`config.mk`:
```
export PLATFORM = sky130hd
export DESIGN_NAME = pcs_cfg_header
export DESIGN_NICKNAME = d
export VERILOG_FILES = /design/src/hw/pcs_pkg.sv /design/src/hw/pcs_byte_merge.sv /design/src/hw/pcs_window_dec.sv /design/src/hw/pcs_cfg_header.sv
export SDC_FILE = /design/constraint.sdc
export NUM_CORES = 1
export LEC_CHECK = 0
export BUFFER_PORTS_ARGS = -buffer_cell sky130_fd_sc_hd__buf_2
export CAP_MARGIN = 20
export CORE_ASPECT_RATIO = 1.2
export CORE_UTILIZATION = 49
export DETAILED_ROUTE_END_ITERATION = 10
export HOLD_SLACK_MARGIN = 0.03
export PLACE_DENSITY = 0.75
export SLEW_MARGIN = 10
export SYNTH_ARGS = -nofsm -noshare
export SYNTH_HDL_FRONTEND = slang
export SYNTH_HIERARCHICAL = 1
export SYNTH_SLANG_ARGS = --single-unit
```
`constraint.sdc`:
```
create_clock -name clk -period 2.3 [get_ports clk]
set_input_delay 0.23 -clock clk [delete_from_list [all_inputs] [get_ports clk]]
set_output_delay 0.23 -clock clk [all_outputs]
set_load 0.01 [all_outputs]
```
`src/hw/pcs_pkg.sv`:
```
package pcs_pkg;

   // configuration header byte offsets
   localparam logic [7:0] OFS_MANUFACTURER_CODE = 8'h00;
   localparam logic [7:0] OFS_PART_CODE = 8'h02;
   localparam logic [7:0] OFS_COMMAND_CONTROL = 8'h04;
   localparam logic [7:0] OFS_STATUS_FLAGS = 8'h06;
   localparam logic [7:0] OFS_CLASS_AND_REVISION = 8'h08;
   localparam logic [7:0] OFS_MEMORY_WINDOW_BASE = 8'h10;
   localparam logic [7:0] OFS_ROM_WINDOW_BASE = 8'h30;
   localparam logic [7:0] OFS_IRQ_ROUTING = 8'h3c;
   localparam logic [7:0] OFS_IRQ_PIN_SELECT = 8'h3d;

   // dword indexes seen on ad[7:2]
   localparam logic [5:0] IDX_IDENT = OFS_MANUFACTURER_CODE[7:2];
   localparam logic [5:0] IDX_CMD_STAT = OFS_COMMAND_CONTROL[7:2];
   localparam logic [5:0] IDX_CLASS = OFS_CLASS_AND_REVISION[7:2];
   localparam logic [5:0] IDX_MEM_BASE = OFS_MEMORY_WINDOW_BASE[7:2];
   localparam logic [5:0] IDX_ROM_BASE = OFS_ROM_WINDOW_BASE[7:2];
   localparam logic [5:0] IDX_IRQ = OFS_IRQ_ROUTING[7:2];

   // command_control field positions
   localparam int CMD_IO_EN_BIT = 0;
   localparam int CMD_MEM_EN_BIT = 1;
   localparam int CMD_SNOOP_BIT = 5;

   // status_flags: medium device-select timing code in bits 10..9
   localparam int STAT_DEVSEL_LSB = 9;
   localparam logic [1:0] STAT_DEVSEL_MEDIUM = 2'h1;

   // class code: vga-compatible display controller
   localparam logic [23:0] CLASS_VGA_DISPLAY = 24'h030000;

   // memory_window_base layout
   localparam int MEM_BASE_LSB = 23;
   localparam int MEM_BASE_W = 9;
   localparam logic MEM_SPACE_IND = 1'h0;
   localparam logic [1:0] MEM_TYPE_32BIT = 2'h0;
   localparam logic MEM_NOT_PREFETCH = 1'h0;

   // rom_window_base layout
   localparam int ROM_EN_BIT = 0;
   localparam int ROM_BASE_LSB = 16;
   localparam int ROM_BASE_W = 16;

   // irq_pin_select code for the first interrupt pin
   localparam logic [7:0] IRQ_PIN_INTA = 8'h01;

   // writable bit masks per dword
   localparam logic [31:0] WMASK_CMD_STAT = 32'h0000_0023;
   localparam logic [31:0] WMASK_MEM_BASE = 32'hff80_0000;
   localparam logic [31:0] WMASK_ROM_BASE = 32'hffff_0001;
   localparam logic [31:0] WMASK_IRQ = 32'h0000_00ff;

   // bus commands on cbe_n during the address phase
   localparam logic [3:0] CMD_IO_RD = 4'h2;
   localparam logic [3:0] CMD_IO_WR = 4'h3;
   localparam logic [3:0] CMD_MEM_RD = 4'h6;
   localparam logic [3:0] CMD_MEM_WR = 4'h7;
   localparam logic [3:0] CMD_CFG_RD = 4'ha;
   localparam logic [3:0] CMD_CFG_WR = 4'hb;
   localparam logic [3:0] CMD_MEM_RD_MULT = 4'hc;
   localparam logic [3:0] CMD_MEM_RD_LINE = 4'he;
   localparam logic [3:0] CMD_MEM_WR_INV = 4'hf;

   typedef enum logic [1:0] {ST_IDLE, ST_DECODE, ST_DATA, ST_TURN} pcs_fsm_t;

   // software-visible configuration, all writable fields reset to zero
   typedef struct packed {
      logic io_en;
      logic mem_en;
      logic snoop_en;
      logic [MEM_BASE_W-1:0] mem_base;
      logic rom_en;
      logic [ROM_BASE_W-1:0] rom_base;
      logic [7:0] irq_line;
   } pcs_cfg_t;

   typedef struct packed {
      logic io_claim;
      logic mem_claim;
      logic rom_claim;
   } pcs_claim_t;

endpackage

```
`src/hw/pcs_byte_merge.sv`:
```
`timescale 1ns/1ps
module pcs_byte_merge
   import pcs_pkg::*;
(
   input wire logic [31:0] old_word,
   input wire logic [31:0] wr_data,
   input wire logic [3:0] be_n,
   input wire logic [31:0] wr_mask,
   output logic [31:0] new_word
);

   genvar g;
   generate
      for (g = 0; g < 4; g++)
      begin : g_lane
         // a bit changes only if its lane is enabled and the bit is writable
         assign new_word[g*8 +: 8] = be_n[g] ? old_word[g*8 +: 8] :
            ((wr_data[g*8 +: 8] & wr_mask[g*8 +: 8]) |
             (old_word[g*8 +: 8] & ~wr_mask[g*8 +: 8]));
      end
   endgenerate

endmodule

```
`src/hw/pcs_window_dec.sv`:
```
`timescale 1ns/1ps
module pcs_window_dec
   import pcs_pkg::*;
(
   input wire logic addr_phase,
   input wire logic [3:0] cbe_n,
   input wire logic [31:0] ad_in,
   input wire pcs_cfg_t cfg,
   output pcs_claim_t claim
);

   logic io_cmd;
   logic mem_cmd;

   always_comb
   begin
      io_cmd = (cbe_n == CMD_IO_RD) || (cbe_n == CMD_IO_WR);
      mem_cmd = (cbe_n == CMD_MEM_RD) || (cbe_n == CMD_MEM_WR) ||
         (cbe_n == CMD_MEM_RD_MULT) || (cbe_n == CMD_MEM_RD_LINE) ||
         (cbe_n == CMD_MEM_WR_INV);
      // port decode itself lives elsewhere; this only gates it
      claim.io_claim = addr_phase && io_cmd && cfg.io_en;
      claim.mem_claim = addr_phase && mem_cmd && cfg.mem_en &&
         (ad_in[MEM_BASE_LSB +: MEM_BASE_W] == cfg.mem_base);
      // rom needs its own enable and the memory space enable
      claim.rom_claim = addr_phase && mem_cmd && cfg.mem_en && cfg.rom_en &&
         (ad_in[ROM_BASE_LSB +: ROM_BASE_W] == cfg.rom_base);
   end

endmodule

```
`src/hw/pcs_cfg_header.sv`:
```
`timescale 1ns/1ps
// Summary of operation
// - the target dword is selected by the register byte address on ad[7:0] of a config cycle.
// - command bit 0 is writable and enables answering i/o space accesses.
// - command bit 1 is writable and enables answering memory space accesses.
// - status bits 10..9 always read the medium device-select code and ignore writes.
// - the 32-bit class and revision word is read-only and names a vga display controller.
// - memory window base bit 0 always reads as memory space.
// - memory window base bits 2..1 always read as anywhere in 32-bit space.
// - memory window base bit 3 always reads as not prefetchable.
// - rom window base bit 0 is writable and enables decode of the rom window.
// - rom window base bits 31..16 are writable and give the rom window address.
// - the interrupt line byte is plain read/write storage with no effect on the device.
// - the interrupt pin byte is read-only and names the first interrupt pin.
module pcs_cfg_header
   import pcs_pkg::*;
#(
   // arbitrary identity values
   parameter logic [15:0] MANUFACTURER_CODE = 16'h1a2b,
   parameter logic [15:0] PART_CODE = 16'h0c0d,
   parameter logic [7:0] REVISION = 8'h01
)
(
   input wire logic clk,
   input wire logic rst,
   input wire logic frame_n,
   input wire logic irdy_n,
   input wire logic idsel,
   input wire logic [3:0] cbe_n,
   input wire logic [31:0] ad_in,
   output logic [31:0] ad_out,
   output logic ad_oe_n,
   output logic par_out,
   output logic par_oe_n,
   output logic trdy_n,
   output logic stop_n,
   output logic devsel_n,
   output logic ctl_oe_n,
   output pcs_cfg_t cfg,
   output pcs_claim_t claim
);

   typedef struct packed {
      pcs_fsm_t fsm;
      logic frame_q;
      logic [5:0] idx;
      logic is_write;
      logic [31:0] ad_out;
      logic par;
      logic par_drv;
      pcs_cfg_t cfg;
   } pcs_state_t;

   pcs_state_t s_r;
   pcs_state_t s_nxt;

   logic addr_phase;
   logic cfg_cmd;
   logic [31:0] rd_word;
   logic [31:0] wr_mask;
   logic [31:0] merged;

   // a new address phase starts when frame falls from an idle bus
   assign addr_phase = !frame_n && s_r.frame_q;
   // type 0 configuration commands addressed to this slot
   assign cfg_cmd = idsel && (ad_in[1:0] == 2'h0) &&
      ((cbe_n == CMD_CFG_RD) || (cbe_n == CMD_CFG_WR));

   // read view of the selected dword
   always_comb
   begin
      rd_word = 32'h0;
      unique case (s_r.idx)
         IDX_IDENT:
            rd_word = {PART_CODE, MANUFACTURER_CODE};
         IDX_CMD_STAT:
         begin
            rd_word[CMD_IO_EN_BIT] = s_r.cfg.io_en;
            rd_word[CMD_MEM_EN_BIT] = s_r.cfg.mem_en;
            rd_word[CMD_SNOOP_BIT] = s_r.cfg.snoop_en;
            rd_word[16 + STAT_DEVSEL_LSB +: 2] = STAT_DEVSEL_MEDIUM;
         end
         IDX_CLASS:
            rd_word = {CLASS_VGA_DISPLAY, REVISION};
         IDX_MEM_BASE:
         begin
            rd_word[0] = MEM_SPACE_IND;
            rd_word[2:1] = MEM_TYPE_32BIT;
            rd_word[3] = MEM_NOT_PREFETCH;
            rd_word[MEM_BASE_LSB +: MEM_BASE_W] = s_r.cfg.mem_base;
         end
         IDX_ROM_BASE:
         begin
            rd_word[ROM_EN_BIT] = s_r.cfg.rom_en;
            rd_word[ROM_BASE_LSB +: ROM_BASE_W] = s_r.cfg.rom_base;
         end
         IDX_IRQ:
            rd_word = {16'h0, IRQ_PIN_INTA, s_r.cfg.irq_line};
         default:
            rd_word = 32'h0;
      endcase
   end

   // only writable bits pass; hardwired and reserved bits keep their value
   always_comb
   begin
      unique case (s_r.idx)
         IDX_CMD_STAT:
            wr_mask = WMASK_CMD_STAT;
         IDX_MEM_BASE:
            wr_mask = WMASK_MEM_BASE;
         IDX_ROM_BASE:
            wr_mask = WMASK_ROM_BASE;
         IDX_IRQ:
            wr_mask = WMASK_IRQ;
         default:
            wr_mask = 32'h0;
      endcase
   end

   pcs_byte_merge u_merge (
      .old_word(rd_word),
      .wr_data(ad_in),
      .be_n(cbe_n),
      .wr_mask(wr_mask),
      .new_word(merged)
   );

   pcs_window_dec u_win (
      .addr_phase(addr_phase),
      .cbe_n(cbe_n),
      .ad_in(ad_in),
      .cfg(s_r.cfg),
      .claim(claim)
   );

   always_comb
   begin
      s_nxt = s_r;
      s_nxt.frame_q = frame_n;
      // parity trails the read data by one clock
      s_nxt.par = ^{s_r.ad_out, cbe_n};
      s_nxt.par_drv = (s_r.fsm == ST_DATA) && !s_r.is_write;
      unique case (s_r.fsm)
         ST_IDLE:
         begin
            if (addr_phase && cfg_cmd)
            begin
               s_nxt.fsm = ST_DECODE;
               s_nxt.idx = ad_in[7:2];
               s_nxt.is_write = (cbe_n == CMD_CFG_WR);
            end
         end
         ST_DECODE:
         begin
            // second clock after the address phase: medium devsel
            s_nxt.fsm = ST_DATA;
            s_nxt.ad_out = rd_word;
         end
         ST_DATA:
         begin
            if (!irdy_n)
            begin
               s_nxt.fsm = ST_TURN;
               if (s_r.is_write)
               begin
                  unique case (s_r.idx)
                     IDX_CMD_STAT:
                     begin
                        s_nxt.cfg.io_en = merged[CMD_IO_EN_BIT];
                        s_nxt.cfg.mem_en = merged[CMD_MEM_EN_BIT];
                        s_nxt.cfg.snoop_en = merged[CMD_SNOOP_BIT];
                     end
                     IDX_MEM_BASE:
                        s_nxt.cfg.mem_base = merged[MEM_BASE_LSB +: MEM_BASE_W];
                     IDX_ROM_BASE:
                     begin
                        s_nxt.cfg.rom_en = merged[ROM_EN_BIT];
                        s_nxt.cfg.rom_base = merged[ROM_BASE_LSB +: ROM_BASE_W];
                     end
                     IDX_IRQ:
                        s_nxt.cfg.irq_line = merged[7:0];
                     default:
                        s_nxt.cfg = s_r.cfg;
                  endcase
               end
            end
         end
         ST_TURN:
            s_nxt.fsm = ST_IDLE;
      endcase
   end

   always_ff @(posedge clk or posedge rst)
   begin
      if (rst)
         s_r <= '0;
      else
         s_r <= s_nxt;
   end

   // control lines are driven high for one turn-around clock before release
   assign ctl_oe_n = !((s_r.fsm == ST_DATA) || (s_r.fsm == ST_TURN));
   assign devsel_n = (s_r.fsm != ST_DATA);
   assign trdy_n = (s_r.fsm != ST_DATA);
   // single data phase only: a burst gets a disconnect with the first data
   assign stop_n = !((s_r.fsm == ST_DATA) && !frame_n);
   assign ad_out = s_r.ad_out;
   assign ad_oe_n = !((s_r.fsm == ST_DATA) && !s_r.is_write);
   assign par_out = s_r.par;
   assign par_oe_n = !s_r.par_drv;
   assign cfg = s_r.cfg;

endmodule

```
# After elaboration in Yosys (flattened, before gate mapping)
# Index checks and enable logic that the tools add are counted.
[classes] eq_ne=22 n_mux=17 bitwise=13 reduce_logical=38
[ops] operator="$pmux W32 S4" count=1
[ops] operator="$and A8 B8 Y8" count=6
[ops] operator="$reduce_xor A36 Y1" count=1
[ops] operator="$pmux W7 S2" count=2
[ops] operator="$mux W8" count=3
[ops] operator="$not A8 Y8" count=3
[ops] operator="$or A8 B8 Y8" count=3
[ops] operator="$eq A4 B4 Y1 const B" count=5
[ops] operator="$eq A16 B16 Y1" count=1
[ops] operator="$pmux W2 S4" count=2
[ops] operator="$reduce_and A4 Y1" count=4
[ops] operator="$pmux W5 S3" count=1
[ops] operator="$logic_and A1 B1 Y1" count=13
[ops] operator="$eq A6 B4 Y1 const B" count=2
[ops] operator="$eq A9 B9 Y1" count=1
[ops] operator="$eq A4 B2 Y1 const B" count=2
[ops] operator="$eq A4 B3 Y1 const B" count=2
[ops] operator="$logic_or A1 B1 Y1" count=7
[ops] operator="$eq A6 B1 Y1 const B" count=1
[ops] operator="$eq A6 B2 Y1 const B" count=1
[ops] operator="$eq A6 B3 Y1 const B" count=1
[ops] operator="$logic_not A1 Y1" count=6
[ops] operator="$logic_not A6 Y1" count=1
[ops] operator="$ne A2 B2 Y1 const B" count=3
[ops] operator="12 further kinds" count=18
[word_totals] regBits=81 in_bits=41 out_inout_bits=79 elab_cells=104

# Longest topological paths before layout
# Gate-level depths: netlist of the first run.
[depth] ltp_word=9 ltp_mapped=9 depth_no_buf=7

# Modules after synthesis
# The synthesis of the first run kept the hierarchy.
[modules_own_cells] mod="pcs_cfg_header" instances=1 cells_per_inst=332 area_per_inst_um2=4137.7 seq_area_each_um2=1876.8
[modules_own_cells] mod="pcs_byte_merge" instances=1 cells_per_inst=64 area_per_inst_um2=560.5 seq_area_each_um2=0.0
[modules_own_cells] mod="pcs_window_dec" instances=1 cells_per_inst=39 area_per_inst_um2=311.5 seq_area_each_um2=0.0

# Worst setup path before layout of the first run
# No wires, ideal clock.
[synth_path] path_type="flip-flop to flip-flop" start="reg s_r[76] (netlist bit)" end="reg s_r, in the netlist cfg[0]" setup_ps=125 arrival_time_ps=2162 required_time_ps=2175 slack_ps=13 path_stages_with_launch=9 path_buffers=1 synth_period_minus_slack_ps=2287 cell_sequence="dfrtp_1 and4bb_2 and3_2 buf_2 a21o_1 or2_2 nor2b_1 mux2_1 mux2_2"
[synth_via] elab_chain_len=6 word_cells_on_any_way=15 classes_between="5 x eq/ne; 3 x mux; 4 x bitwise; 3 x reduce/logical"
[synth_lines] item="start, declared" line="pcs_cfg_header.sv:54" text="pcs_state_t s_r;"
[synth_lines] item="start signal, assigned" line="pcs_cfg_header.sv:199" text="s_r <= s_nxt;"
[synth_lines] item="$eq A6 B4 Y1, or another cell as far along" line="pcs_cfg_header.sv:107" text="unique case (s_r.idx)"
[synth_lines] item="$pmux W32 S4 (*)" line="pcs_cfg_header.sv:107"
[synth_lines] item="named net wr_mask[0]" line="pcs_cfg_header.sv:60" text="logic [31:0] wr_mask;"
[synth_lines] item="$not A8 Y8" line="pcs_byte_merge.sv:19" text="(old_word[g*8 +: 8] & ~wr_mask[g*8 +: 8]));"
[synth_lines] item="$and A8 B8 Y8" line="pcs_byte_merge.sv:19"
[synth_lines] item="$or A8 B8 Y8 (*)" line="pcs_byte_merge.sv:18" text="((wr_data[g*8 +: 8] & wr_mask[g*8 +: 8]) |"
[synth_lines] item="$mux W8 (*)" line="pcs_byte_merge.sv:17" text="assign new_word[g*8 +: 8] = be_n[g] ? old_word[g*8 +: 8] :"
[synth_lines] item="named net merged[0]" line="pcs_cfg_header.sv:61" text="logic [31:0] merged;"
# Mark *: on every way through the listed nets, which the timed path passes. The rest lies on a longest branch.
# A chain may end at the register's enable or synchronous reset.

# Final worst setup path of the first run
[layout_path] start="reg s_r[77] (netlist bit)" end="reg s_r, in the netlist cfg[0]"
# The elaborated chain is that of the path after synthesis.

==> key figures, run 1 <==
Cells and area
  • Layout cells sized above 1: 50.5%
  • Post-route core utilization: between 50% and 60%
  • Commonest non-fill, non-tap cell in the layout: buf_2
  • Most frequent cells in the layout: buf_2, dfrtp_1, mux2_2
  • Layout area overhead: 12.3%
  • N_diodes: 0
  • Fin area: 5470 sq um
  • Fin nets: 526

Clock network
  • Clock sink count: 75
  • Clk_lat worst skew: 330 ps
  • CTS tree: built
  • Clk buf depth: 2
  • Total CTS buffers: 9
  • CTS root buf: clkbuf_16
  • H-tree lvl count: 3
  • Clock-pin slew on the worst setup and hold paths: 50 ps

Critical path
  • Crit path DAT: 2430 ps
  • Worst reg2reg path startpoint: s_r[77]
  • CP endpoint kind: flop
  • Worst Setup Start Kind: flop
  • CP max FO: 4
  • Crit Path Class: reg2reg
  • Critical path required time: ~2500 ps
  • FF-to-FF path depth: 7
  • RR Endpoint: cfg[0]
  • Flop2flop setup slack: 80 ps

Routing
  • DR WL/cell: 17.2 um
  • Initial drt markers: between 100 and 150
  • Drt pass-1 iters: 4
  • Via count: 3156
  • DRC: 0
  • Final WL: 10400 um
  • Antenna-violating nets left: 0
  • Via/cell ratio: 5.21

Min path
  • Worst Hold Launch: ad_in[2]
  • Cells on Worst Hold Path: 2
  • Worst hold path class: in2reg
  • Hold EP: s_r[72]

Die
  • IO Pins: 120
  • Die width: a little over 90 um
  • Core area: 9610 sq um
  • Die ar.: between 10000 and 15000 sq um
  • Initial Utilization: 50.7%
  • Die H: 111 um
  • Site Rows: 39

Global routing
  • Tot GR Track Use: 21.0%
  • Initial antenna violation count: 0
  • Largest net degree at the start of global routing: 76
  • First-pass GRT wire length: roughly 16000 um
  • Grt ovf: 0
  • Vias in the first global route: ~3200

Timing
  • Period utilization: 96.6%
  • Hold Violations, Final: 0
  • RSZ-0062 raised after global routing: false
  • Final Setup Violations: 0
  • Slew Viols, Final: 0
  • Fmax: 450 MHz
  • Clock Skews: 7.41 ps
  • Post-layout min period: about 2200 ps
  • Final setup margin: 79.2 ps
  • Max-slew headroom: 60.7%
  • Post-route setup TNS: 0 ps
  • Slew of the pin with the lowest slew margin: 584 ps

Pwr
  • Leakage power: 2.80 nW
  • Pwr Total: 0.00447 W
  • Pwr Density: 817 nW/um^2
  • Max VDD drop: 0.611 mV

Placed design
  • Hpwl dp: 7690 um
  • Post-place instance area: 5130 sq um
  • GPL Wtd Cong: 0.810
  • Port Buf Inserts: 107
  • Post-Place Setup Slack: 67.2 ps

Synth
  • Ys Warns: 6
  • Gate Count Post-Synth: 419
  • Syn Area/Cell: 11.6 sq um
  • Post-synthesis cell area: between 4000 and 5000 sq um

Status
  • Status: completed

Job
  • Max-cap violations: 0
-- worst max path at each step --
stage,end,start
finish,cfg[0],s_r[77]
global route,cfg[0],s_r[77]
global placement,cfg[24],s_r[77]
floorplan,cfg[0],s_r[76]
CTS,cfg[0],s_r[77]
detailed placement,cfg[0],s_r[77]
-- through the flow --
stage | hold slack (ps) | cells
floorplan | 261 | 422
global placement | 349 | 587
detailed placement | 356 | 587
CTS | 143 | 605
global route | 156 | 606
finish | 157 | 606
-- routing by layer --
metal	GRT usage [%]	vias to the layer above	share of wire [%]
li1	-	1494	-
met1	27.0	1565	44
met2	35.6	88	51
met3	4.25	9	4.3
met4	6.05	0	0.98
met5	0	-	0
-- registers in the layout (all words and copies together) (netlist names) --
register / cells
s_r: 11
cfg: 37
par_out: 1
ad_out: 26
-- power breakdown --
part	total [W]	switching, W	internal, W	leakage, nW
combinational	0.00156	0.000713	0.000849	1.66
sequential	0.00159	0.000125	0.00146	0.996
clock	0.00132	0.000529	0.000787	0.143
-- worst max-delay path, cell delays in order (launching register included) --
cell and delay, ps:
dfrtp_1 420, or4_4 570, nor2_4 110, a21o_1 150, or2_2 100, nor2b_1 130
mux2_2 360, mux2_2 260
-- final cells by class --
cell class | instances | area (sq um)
Clock buffer | 12 | 256
Clock inverter | 4 | 23.8
Fill cell | 826 | 4140
Inverter | 8 | 30.0
Multi-Input combinational cell | 258 | 2390
Sequential cell | 75 | 1880
Tap cell | 123 | 154
Timing Repair Buffer | 126 | 733
-- what timing repair did --
item                       4_1_cts  5_1_grt
setup buffers                    0        1
hold endpoints to repair        76        0
gates resized for setup          2        5
setup endpoints to repair        1        5
hold buffers                     2        0
No activity file was read; power rests on OpenSTA's default activity.
==> run 2, diff against run 1 <==
--- a/config.mk
+++ b/config.mk
@@ -12,6 +12,7 @@
 export DETAILED_ROUTE_END_ITERATION = 10
 export HOLD_SLACK_MARGIN = 0.03
 export PLACE_DENSITY = 0.75
+export RECOVER_POWER = 50
 export SLEW_MARGIN = 10
 export SYNTH_ARGS = -nofsm -noshare
 export SYNTH_HDL_FRONTEND = slang
==> constraint.sdc (replaced) <==
create_clock -name clk -period 1.9 [get_ports clk]
set_input_delay 0.19 -clock clk [delete_from_list [all_inputs] [get_ports clk]]
set_output_delay 0.19 -clock clk [all_outputs]
set_load 0.01 [all_outputs]
==> key figures, run 2 (same netlist as run 1, synthesis figures left out) <==
Status
  • Status: finished, violations left
  • Violated checks: negative setup slack

Timing
  • Period utilization: 117% (+20 points)
  • Hold Violations, Final: 0 (unchanged)
  • Max-slew headroom: 53.1% (-7.6 points)
  • Slew Viols, Final: 0 (unchanged)
  • Final Setup Violations: 36 (+36)
  • Final setup margin: -317 ps (-396 ps)
  • Clock Skews: 5.83 ps (-1.57 ps)
  • Post-layout min period: 2220 ps (-3.73 ps)
  • RSZ-0062 raised after global routing: true
  • Post-route setup TNS: -5170 ps (-5170 ps)
  • Fmax: 451 MHz (+0.17%)
  • Slew of the pin with the lowest slew margin: 703 ps (+118 ps)

Critical path
  • Crit Path Class: reg2reg
  • Worst path slowest cell: or4_4
  • CP max FO: 3 (-1)
  • CP Cell Sequence: or4_4 -> nor2_4 -> a21o_1 -> or2_4 -> nor2b_4 -> mux2_4 -> mux2_4
  • Crit path top cell by count: mux2_4
  • Worst Setup Start Kind: flop
  • Worst reg2reg path startpoint: s_r[77]
  • Crit path from: s_r[77]
  • CP endpoint kind: flop
  • Critical path required time: 2120 ps (-390 ps)
  • Max incr delay on CP: 570 ps (about the same)
  • Flop2flop setup slack: -320 ps (-400 ps)
  • Crit path DAT: 2430 ps (about the same)
  • Buffer and inverter count on the worst path: 0 (unchanged)
  • CP top delay family: simple AND/OR/NAND/NOR gates

Clock network
  • H-tree lvl count: 3 (unchanged)
  • Clock sink count: 75 (unchanged)
  • Clock-pin slew on the worst setup and hold paths: 60 ps (about the same)
  • Clk_lat worst skew: 330 ps (about the same)
  • Clk buf depth: 2 (unchanged)
  • CTS tree: built
  • Total CTS buffers: 9 (unchanged)
  • CTS root buf: clkbuf_16

Cells and area
  • Fin nets: 570 (+8.4%)
  • Max FFs per register: 37 (unchanged)
  • Layout area overhead: 29.0%
  • Number of fill cells: 731 (-12%)
  • Most frequent cells in the layout: dfrtp_1, clkbuf_1, mux2_4
  • Post-route core utilization: 65.4% (+8.5 points)
  • N_diodes: 0 (unchanged)
  • Commonest non-fill, non-tap cell in the layout: dfrtp_1
  • Layout Cells excl Fill: 650 (+7.3%)
  • Layout cells sized above 1: 52.6% (+2.0 points)

Global routing
  • Tot GR Track Use: 23.7% (+2.7 points)
  • Initial antenna violation count: 0 (unchanged)
  • First-pass GRT wire length: 18400 um (+12%)
  • Largest net degree at the start of global routing: 39 (-49%)
  • Grt ovf: 0 (unchanged)
  • Vias in the first global route: 3447 (+7.7%)

Pwr
  • Pwr Total: 0.00595 W (+33%)
  • Max VDD drop: 0.714 mV (+17%)
  • Pwr Density: 948 nW/um^2 (+16%)
  • Leakage power: 2.93 nW (+4.6%)

Placed design
  • Port Buf Inserts: 107 (unchanged)
  • Hpwl dp: 8190 um (+6.5%)
  • Cell count after placement: 610 (+3.9%)
  • GPL Wtd Cong: 0.804 (-0.70%)

Die
  • IO Pins: 120 (unchanged)
  • Die H: 111 um (unchanged)
  • Die ar.: 10300 sq um (unchanged)
  • Core area: 9610 sq um (unchanged)
  • Die width: 93.0 um (unchanged)
  • Initial Utilization: 50.7% (unchanged)
  • Site Rows: 39 (unchanged)

Job
  • Max-cap violations: 0 (unchanged)

Routing
  • Via count: 3462 (+9.7%)
  • Drt pass-1 iters: 4 (unchanged)
  • DR WL/cell: 18.9 um (+10%)
  • Antenna-violating nets left: 0 (unchanged)
  • DRC: 0 (unchanged)
  • Initial drt markers: 126 (+1.6%)
  • Via/cell ratio: 5.33 (+2.3%)
  • Final WL: 12300 um (+18%)

Min path
  • Worst hold path class: in2reg
  • Worst Hold Launch: ad_in[5]
==> run 2: routing by layer <==
| metal | GRT usage (%) | vias to the layer above | routed length [um] |
|---|---|---|---|
| li1 | - | 1578 | - |
| met1 | 29.4 | 1775 | 4920 |
| met2 | 42.1 | 101 | 6700 |
| met3 | 4.18 | 8 | 538 |
| met4 | 6.15 | 0 | 114 |
| met5 | 0 | - | 0 |
==> run 2: final cells by class <==
class                           count  area, sq um  area share (%)
Clock inverter                      4         72.6            1.16
Clock buffer                       12          256            4.08
Tap cell                          123          154            2.45
Timing Repair Buffer              169         1030            16.4
Inverter                            8         33.8           0.538
Sequential cell                    75         1880            29.9
Multi-Input combinational cell    259         2860            45.5
==> run 2: path summary, 6_finish.rpt <==
path / endpoint / cells past startpoint
worst max-delay path: cfg[0] / 7
worst min-delay path: s_r[75] / 2
worst max register to register: cfg[0] / 7
worst min register to register: cfg[4] / 1
max in group asynchronous: ad_out[30] / 4
min in group asynchronous: s_r[37] / 3
==> run 2: through the flow <==
step | hold slack [ps] | instance area [sq um] | setup WS [ps]
floorplan | 221 | 4960 | -222
global placement | 327 | 5380 | -190
detailed placement | 329 | 5380 | -239
CTS | 103 | 6080 | -234
global route | 111 | 6280 | -379
finish | 114 | 6280 | -317
==> run 2: worst register-to-register path, delay by kind of cell (launching register included) <==
kind | cells | cell delay (ps)
compound gates | 1 | 190
simple gates | 4 | 950
flops | 1 | 400
mux | 2 | 570
==> run 2: report_power, final <==
| part | leakage [nW] | internal [W] | switching (W) | total, W |
|---|---|---|---|---|
| clock | 0.159 | 0.00122 | 0.000652 | 0.00187 |
| sequential | 0.993 | 0.00177 | 0.000143 | 0.00192 |
| combinational | 1.78 | 0.00118 | 0.000981 | 0.00217 |
==> run 2: timing repair <==
| item | in CTS | in global routing |
|---|---|---|
| cloned | 2 | 0 |
| hold endpoints to repair | 30 | 0 |
| hold buffers | 2 | 0 |
| setup endpoints to repair | 36 | 40 |
| resized for setup | 63 | 59 |
| pin swaps | 7 | 8 |
| setup buffers | 9 | 14 |
==> run 3, diff against run 2 <==
--- a/config.mk
+++ b/config.mk
@@ -11,10 +11,9 @@
 export CORE_UTILIZATION = 49
 export DETAILED_ROUTE_END_ITERATION = 10
 export HOLD_SLACK_MARGIN = 0.03
-export PLACE_DENSITY = 0.75
+export PLACE_DENSITY = 0.76
 export RECOVER_POWER = 50
 export SLEW_MARGIN = 10
 export SYNTH_ARGS = -nofsm -noshare
 export SYNTH_HDL_FRONTEND = slang
-export SYNTH_HIERARCHICAL = 1
 export SYNTH_SLANG_ARGS = --single-unit
==> key figures, run 3 <==
Status
  • Status: finished, violations left
  • Violated checks: negative setup slack

Synth
  • Commonest cells post-synth: dfrtp_1, buf_4, xnor2_1, mux2_1, nor2_1
  • Synth async-reset ratio: 100%
  • Number of synthesized flops with an enable pin: 0
  • Yosys top cell by area: dfrtp_1
  • Largest family of logic cells by synthesized area: buffers and inverters
  • Xor and xnor area share after synthesis: 9.95%
  • Yosys cell types: 50
  • Most numerous cell in the Yosys netlist: dfrtp_1
  • Ys Warns: 0 (-6)
  • Synth Area in Adders: 3.22%
  • Register area share after synthesis: 40.2%
  • Gate Count Post-Synth: 446 (+6.4%)
  • Primary FF master, synth: dfrtp_1
  • Mux contribution to synthesized area: 13.5%
  • Syn Area/Cell: 10.5 sq um (-10%)
  • Simple-Gate Fraction of Synth Area: between 10% and 20%
  • Post-synth top area share: around two fifths
  • Ranking of synthesized cells by area: dfrtp_1, buf_4, xnor2_1
  • Complex-gate fraction of the synthesized area: 7.59%
  • Post-synthesis cell area: 4670 sq um (-4.2%)
  • Synthesized flop and latch total: 75

Clock network
  • Total CTS buffers: 9 (unchanged)
  • CTS root buf: clkbuf_8
  • Clk_lat worst skew: 350 ps (+20 ps)
  • Clock-pin slew on the worst setup and hold paths: 80 ps (+20 ps)
  • CTS tree: built
  • H-tree lvl count: 3 (unchanged)
  • Clk buf depth: 2 (unchanged)
  • Clock sink count: 75 (unchanged)

Global routing
  • Initial antenna violation count: 0 (unchanged)
  • Grt ovf: 0 (unchanged)
  • Tot GR Track Use: 22.0% (-1.8 points)
  • First-pass GRT wire length: 16600 um (-10%)
  • Largest net degree at the start of global routing: 76 (+95%)
  • Vias in the first global route: 3236 (-6.1%)

Cells and area
  • Most frequent cells in the layout: dfrtp_1, buf_2, xnor2_1
  • Layout cells sized above 1: 29.6% (-23 points)
  • Layout Cells excl Fill: 633 (-2.6%)
  • Layout area overhead: 10.9%
  • Fin nets: 561 (-1.6%)
  • Commonest non-fill, non-tap cell in the layout: dfrtp_1
  • N_diodes: 0 (unchanged)
  • Max FFs per register: 37 (unchanged)

Critical path
  • Critical path required time: 1710 ps (-410 ps)
  • Flop2flop setup slack: 50 ps (+370 ps)
  • CP endpoint kind: output pin
  • Crit path DAT: 1820 ps (-610 ps)
  • Worst Setup Start Kind: flop
  • CP max FO: 4 (+1)
  • FF-to-FF path depth: 7 (unchanged)
  • Crit Path Class: reg2out
  • Worst reg2reg path startpoint: s_r[79]
  • RR Endpoint: cfg[10]

Timing
  • Slew Viols, Final: 0 (unchanged)
  • Max-slew headroom: 31.3% (-22 points)
  • Final Setup Violations: 2 (-94%)
  • Period utilization: 106% (-11 points)
  • Final setup margin: -114 ps (+203 ps)
  • Clock Skews: 7.39 ps (+1.56 ps)
  • RSZ-0062 raised after global routing: true
  • Fmax: 497 MHz (+10%)
  • Slew of the pin with the lowest slew margin: 1030 ps (+328 ps)
  • Post-layout min period: 2010 ps (-203 ps)
  • Hold Violations, Final: 0 (unchanged)

Routing
  • DR WL/cell: 16.6 um (-12%)
  • Final WL: 10500 um (-14%)
  • Via count: 3280 (-5.3%)
  • Antenna-violating nets left: 0 (unchanged)
  • Initial drt markers: 164 (+30%)
  • Via/cell ratio: 5.18 (-2.7%)
  • Drt pass-1 iters: 4 (unchanged)
  • DRC: 0 (unchanged)

Min path
  • Hold EP: cfg[12]
  • Cells on Worst Hold Path: 2 (unchanged)
  • Worst Hold Launch: ad_in[20]
  • Worst hold path class: in2reg

Die
  • Die ar.: 9920 sq um (-4.1%)
  • Core area: 9130 sq um (-5.0%)
  • Site Rows: 38 (-2.6%)
  • Die width: 91.1 um (-2.1%)
  • Initial Utilization: 51.1% (+0.45 points)
  • Die H: 109 um (-2.1%)
  • IO Pins: 120 (unchanged)

Placed design
  • GPL Wtd Cong: 0.842 (+4.7%)
  • Post-Place Setup Slack: -123 ps (+116 ps)
  • Cell count after placement: 611 (+0.16%)
  • Port Buf Inserts: 107 (unchanged)
  • Hpwl dp: 7860 um (-4.0%)

Job
  • Max-cap violations: 0 (unchanged)

Pwr
  • Max VDD drop: 0.592 mV (-17%)
  • Pwr Density: 989 nW/um^2 (+4.4%)
  • Leakage power: 2.51 nW (-14%)
## run 3: kinds of logic after synthesis
family | Yosys count
AOI/OAI and AO/OA | 54
xor gates and xnor gates | 53
adders and majority gates | 12
buffers and inverters | 103
DFF | 75
muxes | 55
other | 1
and+or+nand+nor | 93
## run 3: repair_timing
item | in CTS | in global routing
resized for setup | 6 | 6
endpoints found under the setup margin | 2 | 12
pin swaps | 4 | 2
gates cloned | 0 | 0
buffers inserted | 2 | 2
hold buffers | 2 | 0
hold endpoints to repair | 76 | 0
## run 3: worst max-delay path: stages (launching register included)
cell and delay (ps):
dfrtp_1 420, xor2_1 180, nor4_2 370, nand3_1 140, nor4_2 190, buf_2 180
## run 3: per-layer routing
metal,GRT usage (%),wire (um),part of all wire (%),up-vias
met1,27.9,4580,44,1599
met4,9.41,210,2.0,0
met5,0,0,0,-
met3,5.44,517,4.9,20
met2,35.9,5210,50,93
li1,-,-,-,1568
## run 3: per-stage QoR
stage	total power, W	hold slack (ps)	area (sq um)	setup TNS, ps	utilization, %
after floorplan	0.00357	221	4680	0	-
after global placement	0.00391	321	4940	-59.2	54.1
after detailed placement	0.00396	323	4940	-136	54.1
after CTS	0.00520	62.7	5200	-236	56.9
after global routing	0.00544	70.4	5180	-529	56.7
final	0.00512	81.2	5180	-222	56.7
## run 3: how the worst max path moves through the flow
stage | start | end | slack, ps | cells after the start
2_1_floorplan | cbe_n[3] | claim[0] | 110 | 7
3_3_place_gp | cbe_n[0] | claim[0] | -60 | 9
3_5_place_dp | cbe_n[0] | claim[0] | -120 | 9
4_1_cts | cfg[35] | claim[0] | -160 | 6
5_1_grt | cfg[35] | claim[0] | -200 | 6
6_report | cfg[23] | claim[0] | -110 | 5
## run 3: cell type report
class	count	area [sq um]
clock buffer	11	141
clock inverter	5	52.6
fill	849	3950
inverter	18	71.3
multi-input combinational	271	2180
sequential	75	1880
tap	120	150
timing repair buffer	133	704
## run 3: power by group
| part | internal, W | switching, W | leakage [nW] |
|---|---|---|---|
| clock network | 0.000636 | 0.000593 | 0.0991 |
| logic | 0.000907 | 0.00101 | 1.43 |
| registers | 0.00179 | 0.000179 | 0.985 |
